===== src/rtl/acc_defines.svh =====
// Register map, field positions, reset values and timing counts
//
// Contract
// - Positive code 0..2 picks positive pin 0..2
// - Negative codes: pin, reserved, reference, converter
// - Hysteresis codes: off, 10, 25, 50 mV
// - Edge codes: both, reserved, falling, rising
// - Matching output edge sets interrupt flag
// - Interrupt request while enable and flag set
// - Invert bit inverts output for every consumer
// - Pad enable drives comparator output to pin
// - Enable bit turns comparator on
// - Enabled output is unclocked event source
// - Low-power bit selects reduced-current mode
// - Idle sleep behaves exactly like active
// - Standby halts unless standby run bit set
// - Power-down disables comparator and pad output
// - Input select layout, unused bits zero, reset zero
// - Raw output high when positive exceeds negative
// - Interrupt enable bit 0 enables interrupt
// - Writing one to flag clears it
// - State bit lags output by three cycles
`ifndef ACC_DEFINES_SVH
`define ACC_DEFINES_SVH

// ----------------------------------------------------------------------
// Register indices and byte addresses
// ----------------------------------------------------------------------
`define ACC_IDX_CONTROL      4'h0
`define ACC_IDX_INPUT_SELECT 4'h2
`define ACC_IDX_IRQ_ENABLE   4'h6
`define ACC_IDX_STATUS       4'h7
`define ACC_ADDR_CONTROL      {`ACC_IDX_CONTROL, 2'b00}
`define ACC_ADDR_INPUT_SELECT {`ACC_IDX_INPUT_SELECT, 2'b00}
`define ACC_ADDR_IRQ_ENABLE   {`ACC_IDX_IRQ_ENABLE, 2'b00}
`define ACC_ADDR_STATUS       {`ACC_IDX_STATUS, 2'b00}

// ----------------------------------------------------------------------
// Field positions
// ----------------------------------------------------------------------
`define ACC_CTL_ENABLE     0
`define ACC_CTL_HYS_LO     1
`define ACC_CTL_HYS_HI     2
`define ACC_CTL_LOW_POWER  3
`define ACC_CTL_EDGE_LO    4
`define ACC_CTL_EDGE_HI    5
`define ACC_CTL_PAD_OE     6
`define ACC_CTL_STBY_RUN   7
`define ACC_SEL_NEG_LO     0
`define ACC_SEL_NEG_HI     1
`define ACC_SEL_POS_LO     3
`define ACC_SEL_POS_HI     5
`define ACC_SEL_INVERT     7
`define ACC_SEL_WMASK      8'hbb
`define ACC_IE_CMP         0
`define ACC_ST_FLAG        0
`define ACC_ST_SETTLING    1
`define ACC_ST_STATE       4

// ----------------------------------------------------------------------
// Reset values
// ----------------------------------------------------------------------
`define ACC_RST_CONTROL      8'h00
`define ACC_RST_INPUT_SELECT 8'h00
`define ACC_RST_IRQ_ENABLE   8'h00

// ----------------------------------------------------------------------
// Timing
// ----------------------------------------------------------------------
`define ACC_CLK_NS        50
`define ACC_STARTUP_NS    2500
`define ACC_VREF_NS       60000
`define ACC_STARTUP_CYC   ((`ACC_STARTUP_NS + `ACC_CLK_NS - 1) / `ACC_CLK_NS)
`define ACC_VREF_CYC      ((`ACC_VREF_NS + `ACC_CLK_NS - 1) / `ACC_CLK_NS)
`define ACC_SYNC_STAGES   2

`endif


===== src/rtl/acc_pkg.sv =====
// Types shared by the comparator control block
package acc_pkg;

	// Edge modes for the interrupt condition
	typedef enum logic [1:0] {
		ACC_EDGE_ANY      = 2'b00,
		ACC_EDGE_RESERVED = 2'b01,
		ACC_EDGE_FALL     = 2'b10,
		ACC_EDGE_RISE     = 2'b11
	} acc_edge_e;

	// Negative input sources
	typedef enum logic [1:0] {
		ACC_NEG_PIN0     = 2'b00,
		ACC_NEG_RESERVED = 2'b01,
		ACC_NEG_VREF     = 2'b10,
		ACC_NEG_CONV     = 2'b11
	} acc_neg_e;

	// Hysteresis levels
	typedef enum logic [1:0] {
		ACC_HYS_OFF = 2'b00,
		ACC_HYS_10  = 2'b01,
		ACC_HYS_25  = 2'b10,
		ACC_HYS_50  = 2'b11
	} acc_hys_e;

endpackage : acc_pkg


===== src/rtl/acc_comparator_control.sv =====
// Analog comparator control and status with an APB register slave
//
// Design decision made here: the APB register port.
`include "acc_defines.svh"

module acc_comparator_control #(
	parameter int ADDR_W   = 6,
	parameter int SETTLE_W = 11
) (
	// APB clock and reset
	input  wire logic              pclk,
	input  wire logic              presetn,
	// APB request
	input  wire logic              psel,
	input  wire logic              penable,
	input  wire logic              pwrite,
	input  wire logic [ADDR_W-1:0] paddr,
	input  wire logic [31:0]       pwdata,
	// APB answer
	output logic                   pready,
	output logic [31:0]            prdata,
	output logic                   pslverr,
	// Analog core
	input  wire logic              cmp_raw,
	output logic                   comp_enable,
	output logic                   low_power_select,
	output logic [1:0]             hysteresis_select,
	output logic [2:0]             pos_pin_select,
	output logic                   neg_pin_0_select,
	output logic                   neg_vref_select,
	output logic                   neg_conv_select,
	// Sleep controller
	input  wire logic              sleep_standby,
	input  wire logic              sleep_powerdown,
	input  wire logic              per_clk_active,
	// Event, pad and interrupt
	output logic                   event_out,
	output logic                   pad_out,
	output logic                   pad_oe_n,
	output logic                   irq
);

	// ------------------------------------------------------------------
	// Declarations
	// ------------------------------------------------------------------
	logic [7:0]          control_reg;
	logic [7:0]          input_select_reg;
	logic                irq_enable_reg;
	logic                flag_reg;
	logic                state_reg;
	logic                comp_on_reg;
	logic [SETTLE_W-1:0] settle_reg;
	logic [SETTLE_W-1:0] settle_next;
	logic                settling;
	logic                comp_on;
	logic                cmp_out;
	logic                state_sync;
	logic                edge_hit;
	logic                wr_en;
	logic                rd_setup;
	logic                addr_ok;
	logic                flag_clear;
	logic [7:0]          rd_byte;
	acc_pkg::acc_edge_e  edge_mode;
	acc_pkg::acc_neg_e   neg_mode;

	assign edge_mode = acc_pkg::acc_edge_e'(control_reg[`ACC_CTL_EDGE_HI:`ACC_CTL_EDGE_LO]);
	assign neg_mode  = acc_pkg::acc_neg_e'(input_select_reg[`ACC_SEL_NEG_HI:`ACC_SEL_NEG_LO]);

	// ------------------------------------------------------------------
	// APB decode
	// ------------------------------------------------------------------

	// Zero-wait slave; unmapped addresses answer with an error
	always_comb begin
		unique case (paddr)
			ADDR_W'(`ACC_ADDR_CONTROL),
			ADDR_W'(`ACC_ADDR_INPUT_SELECT),
			ADDR_W'(`ACC_ADDR_IRQ_ENABLE),
			ADDR_W'(`ACC_ADDR_STATUS): addr_ok = 1'b1;
			default:                  addr_ok = 1'b0;
		endcase
	end

	assign pready     = 1'b1;
	assign pslverr    = psel & penable & ~addr_ok;
	assign wr_en      = psel & penable & pwrite & addr_ok;
	assign rd_setup   = psel & ~penable & ~pwrite;
	assign flag_clear = wr_en & (paddr == ADDR_W'(`ACC_ADDR_STATUS))
		& pwdata[`ACC_ST_FLAG];

	// ------------------------------------------------------------------
	// Configuration registers
	// ------------------------------------------------------------------

	// Control register: enable, hysteresis, low power, edge, pad, standby
	always_ff @(posedge pclk or negedge presetn) begin
		if (!presetn) begin
			control_reg <= `ACC_RST_CONTROL;
		end else if (wr_en && paddr == ADDR_W'(`ACC_ADDR_CONTROL)) begin
			control_reg <= pwdata[7:0];
		end
	end

	// Input select register; unused bits 6 and 2 never store
	always_ff @(posedge pclk or negedge presetn) begin
		if (!presetn) begin
			input_select_reg <= `ACC_RST_INPUT_SELECT;
		end else if (wr_en && paddr == ADDR_W'(`ACC_ADDR_INPUT_SELECT)) begin
			input_select_reg <= pwdata[7:0] & `ACC_SEL_WMASK;
		end
	end

	// Interrupt enable bit
	always_ff @(posedge pclk or negedge presetn) begin
		if (!presetn) begin
			irq_enable_reg <= 1'b0;
		end else if (wr_en && paddr == ADDR_W'(`ACC_ADDR_IRQ_ENABLE)) begin
			irq_enable_reg <= pwdata[`ACC_IE_CMP];
		end
	end

	// ------------------------------------------------------------------
	// Analog core controls
	// ------------------------------------------------------------------

	// Powered when enabled, unless power-down or standby without run
	assign comp_on = control_reg[`ACC_CTL_ENABLE]
		& ~sleep_powerdown
		& (~sleep_standby | control_reg[`ACC_CTL_STBY_RUN]);

	assign comp_enable       = comp_on;
	assign low_power_select  = control_reg[`ACC_CTL_LOW_POWER];
	assign hysteresis_select = control_reg[`ACC_CTL_HYS_HI:`ACC_CTL_HYS_LO];

	// Positive pin one-hot; codes above two select nothing
	always_comb begin
		pos_pin_select = 3'h0;
		unique case (input_select_reg[`ACC_SEL_POS_HI:`ACC_SEL_POS_LO])
			3'h0:    pos_pin_select = 3'h1;
			3'h1:    pos_pin_select = 3'h2;
			3'h2:    pos_pin_select = 3'h4;
			default: pos_pin_select = 3'h0;
		endcase
	end

	// Negative source; the reserved code selects nothing
	always_comb begin
		neg_pin_0_select = 1'b0;
		neg_vref_select  = 1'b0;
		neg_conv_select  = 1'b0;
		unique case (neg_mode)
			acc_pkg::ACC_NEG_PIN0:     neg_pin_0_select = 1'b1;
			acc_pkg::ACC_NEG_RESERVED: neg_pin_0_select = 1'b0;
			acc_pkg::ACC_NEG_VREF:     neg_vref_select  = 1'b1;
			acc_pkg::ACC_NEG_CONV:     neg_conv_select  = 1'b1;
		endcase
	end

	// ------------------------------------------------------------------
	// Output path, unclocked toward event and pad
	// ------------------------------------------------------------------

	// Raw is high when positive exceeds negative; inversion before all uses
	assign cmp_out   = comp_on & (cmp_raw ^ input_select_reg[`ACC_SEL_INVERT]);
	assign event_out = cmp_out;
	assign pad_out   = cmp_out;
	assign pad_oe_n  = ~(comp_on & control_reg[`ACC_CTL_PAD_OE]);

	// ------------------------------------------------------------------
	// Start-up settling counter
	// ------------------------------------------------------------------

	// Remember the power state to see the turn-on moment
	always_ff @(posedge pclk or negedge presetn) begin
		if (!presetn) begin
			comp_on_reg <= 1'b0;
		end else begin
			comp_on_reg <= comp_on;
		end
	end

	// Load the longer wait when the reference must also start
	always_comb begin
		settle_next = settle_reg;
		if (!comp_on) begin
			settle_next = '0;
		end else if (!comp_on_reg) begin
			if (neg_mode == acc_pkg::ACC_NEG_VREF) begin
				settle_next = SETTLE_W'(`ACC_VREF_CYC);
			end else begin
				settle_next = SETTLE_W'(`ACC_STARTUP_CYC);
			end
		end else if (settle_reg != '0) begin
			settle_next = settle_reg - SETTLE_W'(1);
		end
	end

	// Settling counter
	always_ff @(posedge pclk or negedge presetn) begin
		if (!presetn) begin
			settle_reg <= '0;
		end else begin
			settle_reg <= settle_next;
		end
	end

	assign settling = (settle_reg != '0);

	// ------------------------------------------------------------------
	// Status path: synchroniser, state and edge detection
	// ------------------------------------------------------------------

	// Two flops bring the asynchronous output into the clock domain
	acc_sync #(
		.STAGES(`ACC_SYNC_STAGES)
	) u_state_sync (
		.clk  (pclk),
		.rst_n(presetn),
		.d    (cmp_out),
		.q    (state_sync)
	);

	// Third stage is the visible state; frozen without peripheral clock
	always_ff @(posedge pclk or negedge presetn) begin
		if (!presetn) begin
			state_reg <= 1'b0;
		end else if (per_clk_active) begin
			state_reg <= state_sync;
		end
	end

	// Edge match for the selected mode; reserved mode matches nothing
	always_comb begin
		edge_hit = 1'b0;
		unique case (edge_mode)
			acc_pkg::ACC_EDGE_ANY:      edge_hit = state_sync ^ state_reg;
			acc_pkg::ACC_EDGE_RESERVED: edge_hit = 1'b0;
			acc_pkg::ACC_EDGE_FALL:     edge_hit = ~state_sync & state_reg;
			acc_pkg::ACC_EDGE_RISE:     edge_hit = state_sync & ~state_reg;
		endcase
	end

	// Interrupt flag; a new edge wins over a clear in the same cycle
	always_ff @(posedge pclk or negedge presetn) begin
		if (!presetn) begin
			flag_reg <= 1'b0;
		end else if (edge_hit && per_clk_active) begin
			flag_reg <= 1'b1;
		end else if (flag_clear) begin
			flag_reg <= 1'b0;
		end
	end

	// Request held while enabled and flagged
	assign irq = irq_enable_reg & flag_reg;

	// ------------------------------------------------------------------
	// Read data
	// ------------------------------------------------------------------

	// Byte selected by the read address
	always_comb begin
		rd_byte = 8'h00;
		unique case (paddr)
			ADDR_W'(`ACC_ADDR_CONTROL):      rd_byte = control_reg;
			ADDR_W'(`ACC_ADDR_INPUT_SELECT): rd_byte = input_select_reg;
			ADDR_W'(`ACC_ADDR_IRQ_ENABLE):   rd_byte = {7'h00, irq_enable_reg};
			ADDR_W'(`ACC_ADDR_STATUS):       rd_byte = {3'h0, state_reg, 2'h0,
				settling, flag_reg};
			default:                         rd_byte = 8'h00;
		endcase
	end

	// Read data captured in the setup cycle, held through access
	always_ff @(posedge pclk or negedge presetn) begin
		if (!presetn) begin
			prdata <= 32'h0000_0000;
		end else if (rd_setup) begin
			prdata <= {24'h00_0000, rd_byte};
		end
	end
endmodule : acc_comparator_control


===== src/rtl/acc_sync.sv =====
// Multi-stage level synchroniser
module acc_sync #(
	parameter int STAGES = 2
) (
	// Clock and reset
	input  wire logic clk,
	input  wire logic rst_n,
	// Level
	input  wire logic d,
	output logic      q
);

	logic [STAGES-1:0] chain_reg;

	// Shift chain; only the next stage reads each flop
	always_ff @(posedge clk or negedge rst_n) begin
		if (!rst_n) begin
			chain_reg <= '0;
		end else begin
			chain_reg <= {chain_reg[STAGES-2:0], d};
		end
	end

	assign q = chain_reg[STAGES-1];

endmodule : acc_sync


===== config.mk =====
export PLATFORM = sky130hd
export DESIGN_NAME = acc_comparator_control
export DESIGN_NICKNAME = d
export VERILOG_FILES = /design/src/rtl/acc_pkg.sv /design/src/rtl/acc_comparator_control.sv /design/src/rtl/acc_sync.sv
export VERILOG_INCLUDE_DIRS = /design/src /design/src/rtl
export SDC_FILE = /design/constraint.sdc
export NUM_CORES = 1
export LEC_CHECK = 0
export BUFFER_PORTS_ARGS = -buffer_cell sky130_fd_sc_hd__buf_2
export CAP_MARGIN = 10
export CELL_PAD_IN_SITES_DETAIL_PLACEMENT = 1
export CELL_PAD_IN_SITES_GLOBAL_PLACEMENT = 1
export CORE_AREA = 2 2 86 88
export CTS_CLUSTER_DIAMETER = 80
export DETAILED_ROUTE_END_ITERATION = 16
export DIE_AREA = 0 0 88 90
export GPL_TIMING_DRIVEN = 0
export HOLD_SLACK_MARGIN = 0.15
export PLACE_DENSITY_LB_ADDON = 0.1
export SLEW_MARGIN = 10
export SYNTH_ARGS = -nofsm -noshare
export SYNTH_HDL_FRONTEND = slang
export SYNTH_SLANG_ARGS = --single-unit

===== constraint.sdc =====
create_clock -name pclk -period 1.6 [get_ports pclk]
set_input_delay 0.16 -clock pclk [delete_from_list [all_inputs] [get_ports pclk]]
set_output_delay 0.16 -clock pclk [all_outputs]
set_load 0.02 [all_outputs]

### Word level (Yosys, flattened, before mapping)

Index checks and enable logic that the tools add are counted.

| cells by class | value |
|---|---|
| add/subtract/negate cells | 1 |
| muxes and demuxes | 13 |
| eq/ne operators | 11 |
| bitwise gates (word level) | 26 |
| reduce and logical (&&, ||, !) cells | 11 |

Operators by type and width:

| cell | number |
|---|---|
| 11-bit 2-to-1 mux | 4 |
| 8-bit one-hot mux with 4 select lines | 1 |
| 1-bit bitwise AND | 15 |
| 6-bit by 5-bit equality test with 1-bit output (second input constant) | 2 |
| 11-bit nonzero test | 1 |
| 11-bit by 1-bit subtractor with 11-bit output (second input constant) | 1 |
| 3-bit one-hot mux with 3 select lines | 1 |
| 2-bit equality test (second input constant) | 4 |
| 1-bit NOT | 8 |
| 6-bit by 4-bit equality test with 1-bit output (second input constant) | 1 |
| 6-bit zero test | 1 |
| 1-bit 2-to-1 mux | 6 |
| 1-bit logical AND | 4 |
| 2-bit zero test | 2 |
| 1-bit one-hot mux with 4 select lines | 1 |
| 4-bit OR reduction | 1 |
| 3-bit by 1-bit equality test with 1-bit output (second input constant) | 1 |
| 3-bit by 2-bit equality test with 1-bit output (second input constant) | 1 |
| 3-bit zero test | 1 |
| 3-bit inequality test (second input constant) | 1 |
| 2-bit by 1-bit equality test with 1-bit output (second input constant) | 1 |
| 2-bit nonzero test | 1 |
| 1-bit XOR | 2 |
| 1-bit OR | 1 |

| storage, ports and cells | value |
|---|---|
| bits in registers | 39 |
| word-level logic and storage cells | 71 |
| input bits | 47 |
| output and inout port bits | 48 |

### Logic depth before layout (Yosys ltp)

| depth | value |
|---|---|
| depth in word-level cells | 8 |
| depth in mapped cells | 7 |
| gate-level depth less buffers | 6 |

### Hierarchy

Synthesis repeated with hierarchy kept, for this count alone.

| second synthesis, totals | value |
|---|---|
| cells, all modules | 218 |
| area total of the unflattened synthesis | 2,160.8 sq um |

Modules (own cells, without submodules):

| module | instances | cells an instance | area an instance (sq um) | seq. area each (sq um) |
|---|---|---|---|---|
| acc_comparator_control | 1 | 216 | 2,110.8 | 925.9 |
| acc_sync | 1 | 2 | 50.0 | 50.0 |

### Worst setup path after synthesis

No wires, ideal clock.

| timing | value |
|---|---|
| path kind | reg2reg |
| start point | register settle_reg[0] |
| end point | register settle_reg[7] |
| cell stages (with the launch flop) | 8 |
| clock period less this slack | 1.728 ns |
| path buffers | 1 |
| path slack | -0.128 ns |
| arrival | 1.606 ns |
| required time | 1.478 ns |
| library setup time | 0.122 ns |
| path through | dfrtp_1 > inv_1 > ha_1 > nor3b_2 > and4_1 > buf_2 > nor2_1 > a32o_1 |

| on the way | value |
|---|---|
| cells in the longest elaborated chain, start to end | 4 |
| elaborated cells between the ends (all ways) | 6 |
| classes of those cells | 1 x add/sub; 1 x eq/ne; 3 x mux; 1 x reduce/logical |

RTL lines:

| item | line | text |
|---|---|---|
| start, declared | acc_comparator_control.sv:52 | `logic [SETTLE_W-1:0] settle_reg;` |
| start signal, assigned | acc_comparator_control.sv:204 | `settle_reg <= settle_next;` |
| 11-bit by 1-bit subtractor with 11-bit output | acc_comparator_control.sv:195 | `settle_next = settle_reg - SETTLE_W'(1);` |
| 11-bit 2-to-1 mux | acc_comparator_control.sv:194 | `end else if (settle_reg != '0) begin` |
| 11-bit 2-to-1 mux | acc_comparator_control.sv:188 | `end else if (!comp_on_reg) begin` |
| 11-bit 2-to-1 mux | acc_comparator_control.sv:186 | `if (!comp_on) begin` |

Several ways; a longest one is shown, not always the timed one. The select of a mux whose other input is x is not followed.
A chain may end at the register's enable or synchronous reset.

### Worst setup path in the final report

| timing | value |
|---|---|
| start point | register control_reg[7] |
| end point | output port pad_out |

| on the way | value |
|---|---|
| cells in the longest elaborated chain, start to end | 3 |

RTL lines:

| item | line | text |
|---|---|---|
| start, declared | acc_comparator_control.sv:46 | `logic [7:0] control_reg;` |
| start signal, assigned | acc_comparator_control.sv:99 | `` control_reg <= `ACC_RST_CONTROL; `` |
| start signal, assigned | acc_comparator_control.sv:101 | `control_reg <= pwdata[7:0];` |
| 1-bit OR | acc_comparator_control.sv:130 | `` & (~sleep_standby \| control_reg[`ACC_CTL_STBY_RUN]); `` |
| 1-bit bitwise AND | acc_comparator_control.sv:128 | `` assign comp_on = control_reg[`ACC_CTL_ENABLE] `` |
| 1-bit bitwise AND | acc_comparator_control.sv:165 | `` assign cmp_out = comp_on & (cmp_raw ^ input_select_reg[`ACC_SEL_INVERT]); `` |
| end, declared | acc_comparator_control.sv:38 | `output logic pad_out,` |

Every way passes these cells.

==> results.tsv <==
metric	value	unit
power_frac_seq	46.0	%
largest_reg_flops	11	
place_congestion	0.810	
max_freq	614	MHz
path_clk_slew	0.08	ns
grt-ovfl-total	0	
core_area	7020	um^2
p_int	0.00160	W
grtUsageTotal	15.1	%
initial_core_util	31.2	%
critPathKind	register to output pin	
final_cell_mix	buf_4 (44), buf_2 (42), dfrtp_1 (39)	
synth_edf_count	0	
cts.htree.levels	2	
drcViolationCount	0	
die_area	7920	um^2
post-route-util	43.7	%
power.density	745	nW/um^2
power.total	0.00229	W
vias_per_cell	4.39	
synth_cells	215	
cap_violations	0	
switching_power	0.000687	W
synth_top_area_share	44.6	%
num_rows	31	
worst_slew_pin_slew	0.919	ns
cts_root_buffer	clkbuf_8	
reg2regPathDepth	8	
mostFrequentLayoutCell	buf_4	
cts_sinks	39	
synth-seq-cells	39	
antenna_found_initial	0	
grt_first_pass_wirelength	9260	um
drt_wl_total	5710	um
synthArstFlopShare	100	%
fin_ws	-0.0289	ns
slew_headroom	38.7	%
ys.flop_type	dfrtp_1	
met3_usage	3.40	%
use_met1	19.5	%
violations	setup timing	
crit_path_max_fanout	4	
ir_drop	0.312	mV
grt_setup_unrepaired	yes	
clockPowerShare	28.7	%
clockBufferDepth	2	
arrival	1.47	ns
yosysTopAreaCell	dfrtp_1	
syn_to_final_growth	40.2	%
antenna_cells	0	
maxSlewViolCount	0	
hold_depth	3	
cts_made_buffers	5	
die_w	88	um
worstSetupEndpointType	output pin	
ys.warnings.count	0	
grt_max_degree	40	
finalClockSkew	0.00345	ns
grt.met2_usage	24.9	%
cts_tree	built	
fin_crit	1.63	ns
start_kind	register	
status	finished, violations left	
fin_setup_tns	-0.0761	ns
finalSetupViolCount	5	
switching_share	30.0	%
timing.final.crit_share	102	%
die_y	90	um
hold_path.class	input port to register	
synthesis.area	2190	um^2
top_usage_layer	met2	
port_buffers	44	
comb_power_share	25.3	%
ys_seq_area_share	44.6	%
grt_pass1_vias	1850	
instances_no_fill	417	
dp_cells	381	
ios	95	
ant_nets	0	
dp_hpwl	4020	um
hold_viol	0	
drive_gt1_share	45.0	%
ys_types	46	
synth_area_leaders	dfrtp_1 (45%), buf_4 (9.6%), mux2_2 (7.7%)	
required	1.44	ns
avgSynthCellArea	10.2	um^2
wl_per_cell	13.7	um
p_leak	1.57	nW
final_nets	367	
whs	0.205	ns
clk_latency	0.29	ns
drtPass1Iterations	4	
drt_iter0_drc	52	
vias	1829	
==> power groups by stage <==
stage                     combinational, W  sequential (W)  clock (W)
final                             0.000580         0.00105   0.000656
after global routing              0.000635         0.00106   0.000730
after CTS                         0.000513         0.00105   0.000674
after detailed placement          0.000446         0.00107          0
after global placement            0.000444         0.00107          0
after floorplan                   0.000322         0.00107          0
==> kinds of logic after synthesis <==
kind of cell	count (synthesis)	synth area share [%]
xor+xnor	7	2.80
fa+ha+maj	3	1.71
flops	39	44.6
compound gates	30	9.26
other cells	2	0.343
simple gates	74	19.8
mux	18	9.09
buf+inv	42	12.5
==> worst max-delay path, cell delays in order, from the launching register on <==
cell and delay (ns):
dfrtp_1 0.37, nor2b_2 0.07, or3_4 0.38, nor2_4 0.13, buf_6 0.11, buf_6 0.11
==> routing by layer <==
layer  share of wire (%)  routed length (um)
met1                  45                2540
met2                  50                2880
met3                 4.1                 232
met4                 1.1                  61
met5                   0                   0
==> cell type report <==
| type | instances | area [um^2] |
|---|---|---|
| buffer | 33 | 255 |
| clock buffer | 5 | 68.8 |
| clock inverter | 3 | 15.0 |
| fill | 817 | 3950 |
| inverter | 8 | 32.5 |
| multi-input combinational | 157 | 1110 |
| sequential | 39 | 976 |
| tap | 99 | 124 |
| timing repair buffer | 73 | 492 |
==> stage by stage <==
step | cell area, um^2 | setup slack, ns
floorplan | 2300 | 0.00191
global placement | 2650 | -0.319
detailed placement | 2650 | -0.282
CTS | 2930 | -0.0340
global route | 3070 | -0.111
finish | 3070 | -0.0289
==> synth_stat cells, types with 2 or more instances <==
cell type	number
xnor2_1	3
a22o_1	4
dfrtp_1	39
nor2b_1	2
mux2i_1	3
conb_1	2
and2_1	2
o21ai_0	10
or3_1	5
buf_4	28
nand4b_1	3
nor3_1	5
a2bb2oi_1	2
nand2_1	17
mux2_2	15
and4_1	3
a21o_1	3
ha_1	3
nor3b_1	3
buf_2	2
clkbuf_1	3
nor2_1	14
nand3_1	6
inv_1	8
xor2_1	4
nand4_1	3
a21oi_1	4
==> final timing paths <==
path                                                           from                             endpoint  slack [ns]
worst min register to register  u_state_sync.chain_reg[0]$_DFF_PN0_  u_state_sync.chain_reg[1]$_DFF_PN0_        0.35
max in group asynchronous                                   presetn           control_reg[0]$_DFFE_PN0P_        0.49
min in group asynchronous                                   presetn  u_state_sync.chain_reg[0]$_DFF_PN0_        0.54
worst max register to register            settle_reg[0]$_DFFE_PN0P_            settle_reg[4]$_DFFE_PN0P_       -0.03
worst max-delay path                     control_reg[7]$_DFFE_PN0P_                              pad_out       -0.03
worst min-delay path                                        cmp_raw  u_state_sync.chain_reg[0]$_DFF_PN0_        0.21
==> what timing repair did <==
| item | CTS | global route |
|---|---|---|
| buffers inserted | 10 | 8 |
| endpoints found under the hold margin | 54 | 0 |
| resized for setup | 9 | 19 |
| pin swaps | 4 | 10 |
| endpoints found under the setup margin | 12 | 28 |
| hold buffers | 10 | 0 |
| cloned | 0 | 1 |
(Power assumes the default switching activity.)
